**config.mk**
```make
export PLATFORM = sky130hd
export DESIGN_NAME = eps_port
export DESIGN_NICKNAME = d
export VERILOG_FILES = /design/src/eps_pkg.sv /design/src/eps_buf.sv /design/src/eps_port.sv
export SDC_FILE = /design/constraint.sdc
export NUM_CORES = 1
export LEC_CHECK = 0
export BUFFER_PORTS_ARGS = -buffer_cell sky130_fd_sc_hd__buf_2
export CAP_MARGIN = 20
export CORE_ASPECT_RATIO = 0.7
export CORE_MARGIN = 2
export CORE_UTILIZATION = 58
export DETAILED_ROUTE_END_ITERATION = 8
export MAX_ROUTING_LAYER = met4
export PLACE_DENSITY = 0.88
export SLEW_MARGIN = 10
export SYNTH_ARGS = -nofsm -noshare
export SYNTH_HDL_FRONTEND = slang
export SYNTH_HIERARCHICAL = 1
export SYNTH_SLANG_ARGS = --single-unit
```
**constraint.sdc**
```tcl
create_clock -name MCLK -period 2.23 [get_ports MCLK]
set_clock_uncertainty 0.2 [all_clocks]
set_input_delay 0.1115 -clock MCLK [delete_from_list [all_inputs] [get_ports MCLK]]
set_output_delay 0.1115 -clock MCLK [all_outputs]
set_load 0.005 [all_outputs]
```
**src/eps_pkg.sv**
```systemverilog
// Constants and carrier types for the host serial port of the display controller.
// Assumes a single core clock domain; all link pins are asynchronous to it.
//
// Function
// (RL1) Ignore link traffic while chip select high.
// (RL2) Four-wire: select high marks a data byte.
// (RL3) Four-wire: select low marks a command byte.
// (RL4) Hardware reset low holds the port in reset.
// (RL5) Host waits for busy low before sending.
// (RL6) Busy high during waveform or sensor access.
// (RL7) Strap low: four-wire, eight bits, select line.
// (RL8) Strap high: three-wire, nine bits per unit.
// (RL9) Sample on rising edge, MSB first, eight bits.
// (RL10) Three-wire: select bit first, then byte MSB-first.
// (RL11) Read: shift result out on falling edges, MSB-first.
// (RL12) Chip select rise or reset discards partial byte.
package eps_pkg;

  localparam int BYTE_W = 8;
  localparam logic [3:0] LAST_BIT_4W = 4'h7;
  localparam logic [3:0] LAST_BIT_3W = 4'h8;
  localparam logic [3:0] BIT_CNT_RST = 4'h0;
  localparam logic [2:0] TX_CNT_RST = 3'h0;
  localparam logic [8:0] SHIFT_RST = 9'h000;
  localparam logic [1:0] BUF_DEPTH = 2'h2;

  typedef struct packed {
    logic cs_n;
    logic scl;
    logic sda;
    logic dc;
  } eps_link_t;

  typedef struct packed {
    logic is_data;
    logic [BYTE_W-1:0] data;
  } eps_word_t;

  localparam eps_link_t LINK_RST = '{cs_n: 1'b1, scl: 1'b0, sda: 1'b0, dc: 1'b0};
  localparam eps_word_t WORD_RST = '{is_data: 1'b0, data: 8'h00};

  typedef enum logic [1:0] {
    ST_IDLE,
    ST_RECV,
    ST_RDDC,
    ST_READ
  } eps_state_t;

endpackage

```
**src/eps_buf.sv**
```systemverilog
// Two-entry word buffer with valid/ready on both sides.
// Assumes both sides on MCLK; head entry is a register so the output needs no mux.
`timescale 1ns/100ps
`default_nettype none
module eps_buf (
  input wire logic clk,
  input wire logic srst,
  input wire logic in_valid,
  output logic in_ready,
  input wire eps_pkg::eps_word_t in_word,
  output logic out_valid,
  input wire logic out_ready,
  output eps_pkg::eps_word_t out_word
);
  import eps_pkg::*;

  eps_word_t slot0_reg, slot0_next;
  eps_word_t slot1_reg, slot1_next;
  logic [1:0] cnt_reg, cnt_next;
  logic valid_reg, valid_next;
  logic push, pop;

  assign in_ready = (cnt_reg != BUF_DEPTH);
  // Valid has its own flop so the port output needs no decode
  assign out_valid = valid_reg;
  assign out_word = slot0_reg;

  always_comb begin
    push = in_valid && in_ready;
    pop = out_valid && out_ready;
    slot0_next = slot0_reg;
    slot1_next = slot1_reg;
    cnt_next = cnt_reg;
    if (pop) begin
      slot0_next = slot1_reg;
    end
    if (push) begin
      if ((cnt_reg == 2'h0) || (pop && cnt_reg == 2'h1)) begin
        slot0_next = in_word;
      end else begin
        slot1_next = in_word;
      end
    end
    cnt_next = cnt_reg + {1'b0, push} - {1'b0, pop};
    valid_next = (cnt_next != 2'h0);
  end

  always_ff @(posedge clk) begin
    if (srst) begin
      slot0_reg <= WORD_RST;
      slot1_reg <= WORD_RST;
      cnt_reg <= 2'h0;
      valid_reg <= 1'b0;
    end else begin
      slot0_reg <= slot0_next;
      slot1_reg <= slot1_next;
      cnt_reg <= cnt_next;
      valid_reg <= valid_next;
    end
  end

endmodule
`default_nettype wire

```
**src/eps_port.sv**
```systemverilog
// Host serial port: receives commands and data, returns read bytes, drives busy.
// Assumes link pins are asynchronous to MCLK and the link clock is slow enough to oversample.
`timescale 1ns/100ps
`default_nettype none
module eps_port (
  input wire logic MCLK,
  input wire logic RST_N,
  input wire logic HW_RESET_N,
  input wire logic BUS_MODE_STRAP,
  input wire eps_pkg::eps_link_t LINK,
  output logic SDA_OUT,
  output logic SDA_OE,
  output logic BUSY,
  input wire logic WAVE_ACTIVE,
  input wire logic TSENS_ACTIVE,
  input wire logic RD_EN,
  input wire logic [7:0] RD_DATA,
  output logic RD_TAKE,
  output logic RX_VALID,
  input wire logic RX_READY,
  output eps_pkg::eps_word_t RX_WORD
);
  import eps_pkg::*;

  // ==========================================================
  // Pin synchronisers
  // ==========================================================
  eps_link_t link_m_reg, link_s_reg;
  logic hwr_m_reg, hwr_s_reg, strap_m_reg, strap_s_reg, scl_d_reg;
  logic srst, rise, fall;

  always_ff @(posedge MCLK) begin
    if (!RST_N) begin
      link_m_reg <= LINK_RST;
      link_s_reg <= LINK_RST;
      hwr_m_reg <= 1'b0;
      hwr_s_reg <= 1'b0;
      strap_m_reg <= 1'b0;
      strap_s_reg <= 1'b0;
      scl_d_reg <= 1'b0;
    end else begin
      link_m_reg <= LINK;
      link_s_reg <= link_m_reg;
      hwr_m_reg <= HW_RESET_N;
      hwr_s_reg <= hwr_m_reg;
      strap_m_reg <= BUS_MODE_STRAP;
      strap_s_reg <= strap_m_reg;
      scl_d_reg <= link_s_reg.scl;
    end
  end

  assign srst = !RST_N || !hwr_s_reg; // RL4
  // Edges only count while selected
  assign rise = link_s_reg.scl && !scl_d_reg && !link_s_reg.cs_n; // RL1
  assign fall = !link_s_reg.scl && scl_d_reg && !link_s_reg.cs_n; // RL1

  // ==========================================================
  // Frame state, shifter and read-back
  // ==========================================================
  eps_state_t state_reg, state_next;
  logic mode3_reg, mode3_next;
  logic [3:0] cnt_reg, cnt_next;
  logic [8:0] shift_reg, shift_next;
  logic [2:0] tx_cnt_reg, tx_cnt_next;
  logic [7:0] tx_reg, tx_next;
  logic sda_out_reg, sda_out_next, sda_oe_reg, sda_oe_next, rd_take_reg, rd_take_next;
  logic pend_reg, pend_next, buf_ready, complete;
  eps_word_t pend_word_reg, pend_word_next, word;

  always_comb begin
    state_next = state_reg;
    mode3_next = mode3_reg;
    cnt_next = cnt_reg;
    shift_next = shift_reg;
    tx_cnt_next = tx_cnt_reg;
    tx_next = tx_reg;
    sda_out_next = sda_out_reg;
    sda_oe_next = sda_oe_reg;
    rd_take_next = 1'b0;
    complete = 1'b0;
    word = pend_word_reg;
    case (state_reg)
      ST_IDLE: begin
        cnt_next = BIT_CNT_RST;
        if (!link_s_reg.cs_n) begin
          state_next = ST_RECV;
          mode3_next = strap_s_reg; // RL7 RL8
        end
      end
      ST_RECV: begin
        if (rise) begin
          shift_next = {shift_reg[7:0], link_s_reg.sda}; // RL9
          if (cnt_reg == (mode3_reg ? LAST_BIT_3W : LAST_BIT_4W)) begin // RL7 RL8
            complete = 1'b1;
            cnt_next = BIT_CNT_RST;
            word.is_data = mode3_reg ? shift_next[8] : link_s_reg.dc; // RL2 RL3 RL10
            word.data = shift_next[7:0]; // RL9 RL10
            if (!word.is_data && RD_EN) begin
              state_next = mode3_reg ? ST_RDDC : ST_READ;
              tx_cnt_next = TX_CNT_RST;
            end
          end else begin
            cnt_next = cnt_reg + 4'h1;
          end
        end
      end
      ST_RDDC: begin
        // Three-wire read: one select bit precedes the result
        if (rise) begin
          state_next = ST_READ;
        end
      end
      ST_READ: begin
        if (fall) begin
          sda_oe_next = 1'b1;
          tx_cnt_next = tx_cnt_reg + 3'h1;
          if (tx_cnt_reg == TX_CNT_RST) begin
            sda_out_next = RD_DATA[7]; // RL11
            tx_next = {RD_DATA[6:0], 1'b0};
            rd_take_next = 1'b1;
          end else begin
            sda_out_next = tx_reg[7]; // RL11
            tx_next = {tx_reg[6:0], 1'b0};
          end
        end
      end
      default: begin
        state_next = ST_IDLE;
      end
    endcase
    // Chip select rise drops any partial byte and releases the line
    if (link_s_reg.cs_n) begin
      state_next = ST_IDLE; // RL1 RL12
      cnt_next = BIT_CNT_RST; // RL12
      sda_oe_next = 1'b0;
    end
    pend_next = (pend_reg && !buf_ready) || complete;
    pend_word_next = complete ? word : pend_word_reg;
  end

  always_ff @(posedge MCLK) begin
    if (srst) begin
      state_reg <= ST_IDLE; // RL4 RL12
      mode3_reg <= 1'b0;
      cnt_reg <= BIT_CNT_RST;
      shift_reg <= SHIFT_RST;
      tx_cnt_reg <= TX_CNT_RST;
      tx_reg <= 8'h00;
      sda_out_reg <= 1'b0;
      sda_oe_reg <= 1'b0;
      rd_take_reg <= 1'b0;
      pend_reg <= 1'b0;
      pend_word_reg <= WORD_RST;
    end else begin
      state_reg <= state_next;
      mode3_reg <= mode3_next;
      cnt_reg <= cnt_next;
      shift_reg <= shift_next;
      tx_cnt_reg <= tx_cnt_next;
      tx_reg <= tx_next;
      sda_out_reg <= sda_out_next;
      sda_oe_reg <= sda_oe_next;
      rd_take_reg <= rd_take_next;
      pend_reg <= pend_next;
      pend_word_reg <= pend_word_next;
    end
  end

  assign SDA_OUT = sda_out_reg;
  assign SDA_OE = sda_oe_reg;
  assign RD_TAKE = rd_take_reg;

  // ==========================================================
  // Busy and received-word buffer
  // ==========================================================
  logic busy_reg, busy_next;

  always_comb begin
    busy_next = WAVE_ACTIVE || TSENS_ACTIVE; // RL6
  end

  always_ff @(posedge MCLK) begin
    if (srst) begin
      busy_reg <= 1'b0;
    end else begin
      busy_reg <= busy_next;
    end
  end

  assign BUSY = busy_reg;

  eps_buf u_buf (
    .clk(MCLK),
    .srst(srst),
    .in_valid(pend_reg),
    .in_ready(buf_ready),
    .in_word(pend_word_reg),
    .out_valid(RX_VALID),
    .out_ready(RX_READY),
    .out_word(RX_WORD)
  );
endmodule
`default_nettype wire

```
### Word level (Yosys, flattened, before mapping)

Index checks and enable logic that the tools add are counted.

| cells by class | value |
|---|---|
| div/mod/pow operators | 0 |
| multiplexer cells | 25 |
| reduce and logical (&&, ||, !) cells | 37 |
| eq/ne operators | 11 |
| multipliers | 0 |
| $lt $le $gt $ge | 0 |
| add/subtract/negate cells | 4 |
| shift-type cells | 0 |
| bitwise logic cells | 4 |

Operators by type and width:

| operator | count |
|---|---|
| $mux 9 | 3 |
| $mux 3 | 4 |
| $mux 4 | 3 |
| $ne 2x2->1 const B | 6 |
| $reduce_and 2->1 | 5 |
| $reduce_and 5->1 | 2 |
| $logic_and 1x1->1 | 9 |
| $mux 2 | 4 |
| $mux 8 | 1 |
| $pmux 4 s2 | 1 |
| $logic_not 1->1 | 7 |
| $mux 1 | 7 |
| $pmux 2 s3 | 1 |
| $pmux 3 s2 | 1 |
| $reduce_bool 2->1 | 3 |
| $add 4x1->4 const B | 1 |
| $eq 2x1->1 const B | 2 |
| $eq 2x2->1 const B | 2 |
| $eq 4x4->1 | 1 |
| $logic_not 2->1 | 2 |
| $logic_or 1x1->1 | 4 |
| $not 1->1 | 4 |
| $reduce_and 4->1 | 1 |
| $add 3x1->3 const B | 1 |
| 6 further kinds | 6 |

| storage, ports and cells | value |
|---|---|
| register bits after elaboration | 74 |
| RAM bits | 0 |
| bits in latches | 0 |
| bits in read-only memories | 0 |
| bits of input ports | 20 |
| logic and storage cells | 113 |
| output and inout port bits | 14 |
| memories kept | 0 |

### Depth between registers and ports, before layout

| logic depth | value |
|---|---|
| word-level depth | 7 |
| mapped depth | 7 |
| gate-level depth less buffers | 7 |

### Hierarchy

The synthesis kept the hierarchy.

Modules (own cells, without submodules):

| module | area each (µm²) | seq. area each (µm²) | cells each | instances |
|---|---|---|---|---|
| eps_port | 2183.3 | 1041.0 | 236 | 1 |
| eps_buf | 962.2 | 420.4 | 103 | 1 |

### Worst setup path after synthesis

OpenSTA, ideal clock, no wires.

| timing path | value |
|---|---|
| kind | register to register |
| start | reg hwr_s_reg |
| end | reg u_buf.cnt_reg[1] |
| period minus slack after synthesis | 1.828 ns |
| setup time | 0.143 ns |
| path slack | 0.402 ns |
| data arrival time | 1.485 ns |
| data required time | 1.887 ns |
| stages on the path, launching flop included | 7 |
| path buffers | 3 |
| cell sequence | dfxtp_1 > and2_1 > clkbuf_1 > inv_1 > clkbuf_1 > clkbuf_1 > nor3_1 |

| between the ends | value |
|---|---|
| word-level cells in the longest chain between the ends | 2 |

Ends and longest elaborated chain:

| element | line | source |
|---|---|---|
| start: declaration | eps_port.sv:29 | `logic hwr_m_reg, hwr_s_reg, strap_m_reg, strap_s_reg, scl_d_reg;` |
| start signal: assignment | eps_port.sv:45 | `hwr_s_reg <= hwr_m_reg;` |
| $logic_not 1->1 | eps_port.sv:52 | `assign srst = !RST_N \|\| !hwr_s_reg;` |
| $logic_or 1x1->1 | eps_port.sv:52 |  |
| named net srst | eps_port.sv:30 | `logic srst, rise, fall;` |
| end signal: assignment | eps_buf.sv:57 | `cnt_reg <= cnt_next;` |
| end: declaration | eps_buf.sv:19 | `logic [1:0] cnt_reg, cnt_next;` |

The timed path passes the listed nets, and every way through them passes these cells.
A chain may end at the register's enable or synchronous reset.

### Worst setup path after layout

| timing path | value |
|---|---|
| start | reg tx_cnt_reg[0] |
| end | reg tx_reg[6] |

| between the ends | value |
|---|---|
| word-level cells in the longest chain between the ends | 2 |

Ends and longest elaborated chain:

| element | line | source |
|---|---|---|
| start: declaration | eps_port.sv:64 | `logic [2:0] tx_cnt_reg, tx_cnt_next;` |
| start signal: assignment | eps_port.sv:159 | `tx_cnt_reg <= tx_cnt_next;` |
| $logic_not 3->1 | eps_port.sv:117 | `if (tx_cnt_reg == TX_CNT_RST) begin` |
| $mux 8 | eps_port.sv:117 |  |
| end signal: assignment | eps_port.sv:160 | `tx_reg <= tx_next;` |
| end: declaration | eps_port.sv:65 | `logic [7:0] tx_reg, tx_next;` |

Every way passes these cells.

==> results.toml <==
[critical_path]
r2r_cells = 5
path_max_fanout = 9
cp.required_ns = 2.29
cp.arrival_ns = 2.08
critPathKind = "flip-flop to flip-flop"
startpoint_type = "flip-flop"
cp-end-kind = "flip-flop"

[detailed_routing]
drt_iter0_drc = 130
drcViolationCount = 0
post_drt_wl_per_cell_um = 13.4
wirelength_um = 6250
num_vias = 2516
first_pass_iters = 4
antenna_left = 0
vias_per_cell = 5.38

[clock_network]
insertion_delay_ns = 0.35
ctsResizeCount = 0
post-cts-setup-buffer-count = 0
numCtsBuffers = 9
hold_buffers = 24
cts_tree = "done"
clockBufferDepth = 2
htreeDepth = 3
clk_pin_slew_worst_paths_ns = 0.07
cts_root_buffer = "clkbuf_8"
clock_sinks = 73

[global_routing]
track_usage_pct = 23.1
grt_start_max_net_pins = 21
antenna_found_initial = 0
grt_pass1_wl_um = 10600
grt_pass1_vias = 2358
grt_overflow_total = 0

[placement]
pre_cts_ws_ns = 0.278
port_buffers = 33
dpl.hpwl_um = 4200
place_congestion = 0.790

[cells_and_area]
fill_cells = 392
n_antenna_cell = 0
layout_common_cells = "73 x dfxtp_1, 38 x nand2_1, 33 x nor2_1, 33 x buf_2, 24 x dlygate4sd3_1"
syn_to_final_growth_pct = 18.9
drive_gt1_share_pct = 18.9
num-nets-final = 419
ff_latch_area_sq_mm = 0.00146
layout_commonest_cell = "dfxtp_1"
multi_input_area_sq_mm = 0.00151

[synthesis]
synth_seq_area_share_pct = 46.5
synthCells = 339
yosysWarnings = 6
synth_seq_cells = 73
syn_area_sq_mm = 0.00315
ys_types = 45
syn_avg_cell_area_sq_um = 9.28
syn-num-nets = 367

[power]
p_total_w = 0.00229
powerDensity_mw_per_mm2 = 613
ir_drop_uv = 487
p_leak_nw = 1.39

[floorplan]
die-height_um = 65.6
initial_utilization_pct = 60.1
die_area_sq_mm = 0.00604
pin_count = 34
core_sq_mm = 0.00523
dieWidth_um = 92.0
std_cell_rows = 22

[sta]
rsz0062_at_grt = "no"
min_period_ns = 2.01
worstMarginPinSlew_ns = 0.880
slew_headroom_pct = 41.2
fin_crit_sh_pct = 90.2
finalSetupTns_ns = 0
hold_viol = 0
clock.fmax_mhz = 497
final-setup-viol-count = 0
slew_viol_final = 0
worst_slack_ns = 0.219

[run_status]
status = "finished clean"

[hold_path]
min_path_type = "input pin to flip-flop"
holdPathStages = 4

[run]
maxCapViolations = 0
final timing paths:
path	start	slack (ns)	endpoint
min	RD_EN	0.06	tx_cnt_reg[2]
min reg2reg	link_m_reg[3]	0.21	link_s_reg[3]
max	tx_cnt_reg[0]	0.22	tx_reg[6]
max reg2reg	tx_cnt_reg[0]	0.22	tx_reg[6]
synthesized netlist by cell type (all sizes together):
cell | n | share of area [%]
a211o | 2 | 0.56
a211oi | 8 | 2.1
a21boi | 1 | 0.24
a21oi | 21 | 3.3
a22o | 1 | 0.32
a22oi | 1 | 0.40
a311oi | 11 | 4.9
a31o | 1 | 0.28
a31oi | 3 | 0.60
a32o | 3 | 0.95
and2 | 15 | 3.1
and3 | 2 | 0.40
and3b | 1 | 0.28
and4bb | 1 | 0.40
buf | 16 | 3.4
clkbuf | 8 | 0.95
dfxtp | 73 | 46
ha | 8 | 3.2
inv | 10 | 1.2
mux2i | 23 | 7.4
nand2 | 39 | 4.7
nand2b | 5 | 0.99
nand3 | 22 | 3.5
nand4 | 1 | 0.20
nor2 | 33 | 3.9
nor2b | 4 | 0.80
nor3 | 5 | 0.80
nor3b | 3 | 1.1
nor4 | 1 | 0.20
o211ai | 1 | 0.24
o21a | 2 | 0.48
o21ai | 11 | 1.8
o22ai | 1 | 0.40
or3 | 1 | 0.20
xor2 | 1 | 0.28
power by group:
part	internal, W	switching (W)	total (W)
clock	0.000395	0.000490	0.000885
combinational	0.0000541	0.0000324	0.0000865
sequential	0.00131	0.00000454	0.00132
total	0.00176	0.000527	0.00229
logic make-up after synthesis:
group,count (synthesis),share of synthesized area [%]
AND/OR/NAND/NOR,133,20.6
flip-flops,73,46.5
AO/OA/AOI/OAI,67,16.5
buffers and inverters,34,5.57
multiplexers,23,7.44
adder cells (fa/ha/maj),8,3.18
XOR/XNOR,1,0.278
per-stage QoR:
step	instances	hold slack (ns)	utilization, %	area, sq um
after global routing	468	0.0678	71.5	3740
after CTS	468	0.0439	71.5	3740
after floorplan	339	-0.0155	-	3150
after global placement	428	0.0944	63.8	3340
after detailed placement	428	0.105	63.8	3340
final	468	0.0606	71.5	3740
critical path, stage by stage, from the launching register on:
cell and delay, ns:
dfxtp_1 0.33, inv_1 0.08, ha_1 0.14, nor2b_1 0.70, mux2i_1 0.21, a211oi_1 0.26
area by class of cell:
cell class / instances / share of cell area, %
tap: 72 / 2.41
inverter: 10 / 1.00
timing repair buffer: 65 / 12.8
multi-input combinational: 232 / 40.4
clock inverter: 6 / 0.937
clock buffer: 10 / 3.41
sequential: 73 / 39.1
routing by layer:
layer	up-vias	global-route usage, %	routed length, um
met4	0	7.09	66
met5	-	-	0
met2	51	34.7	2820
met1	1177	29.3	3070
met3	8	8.60	283
li1	1280	-	-
Power figures use the tool's default switching activity.
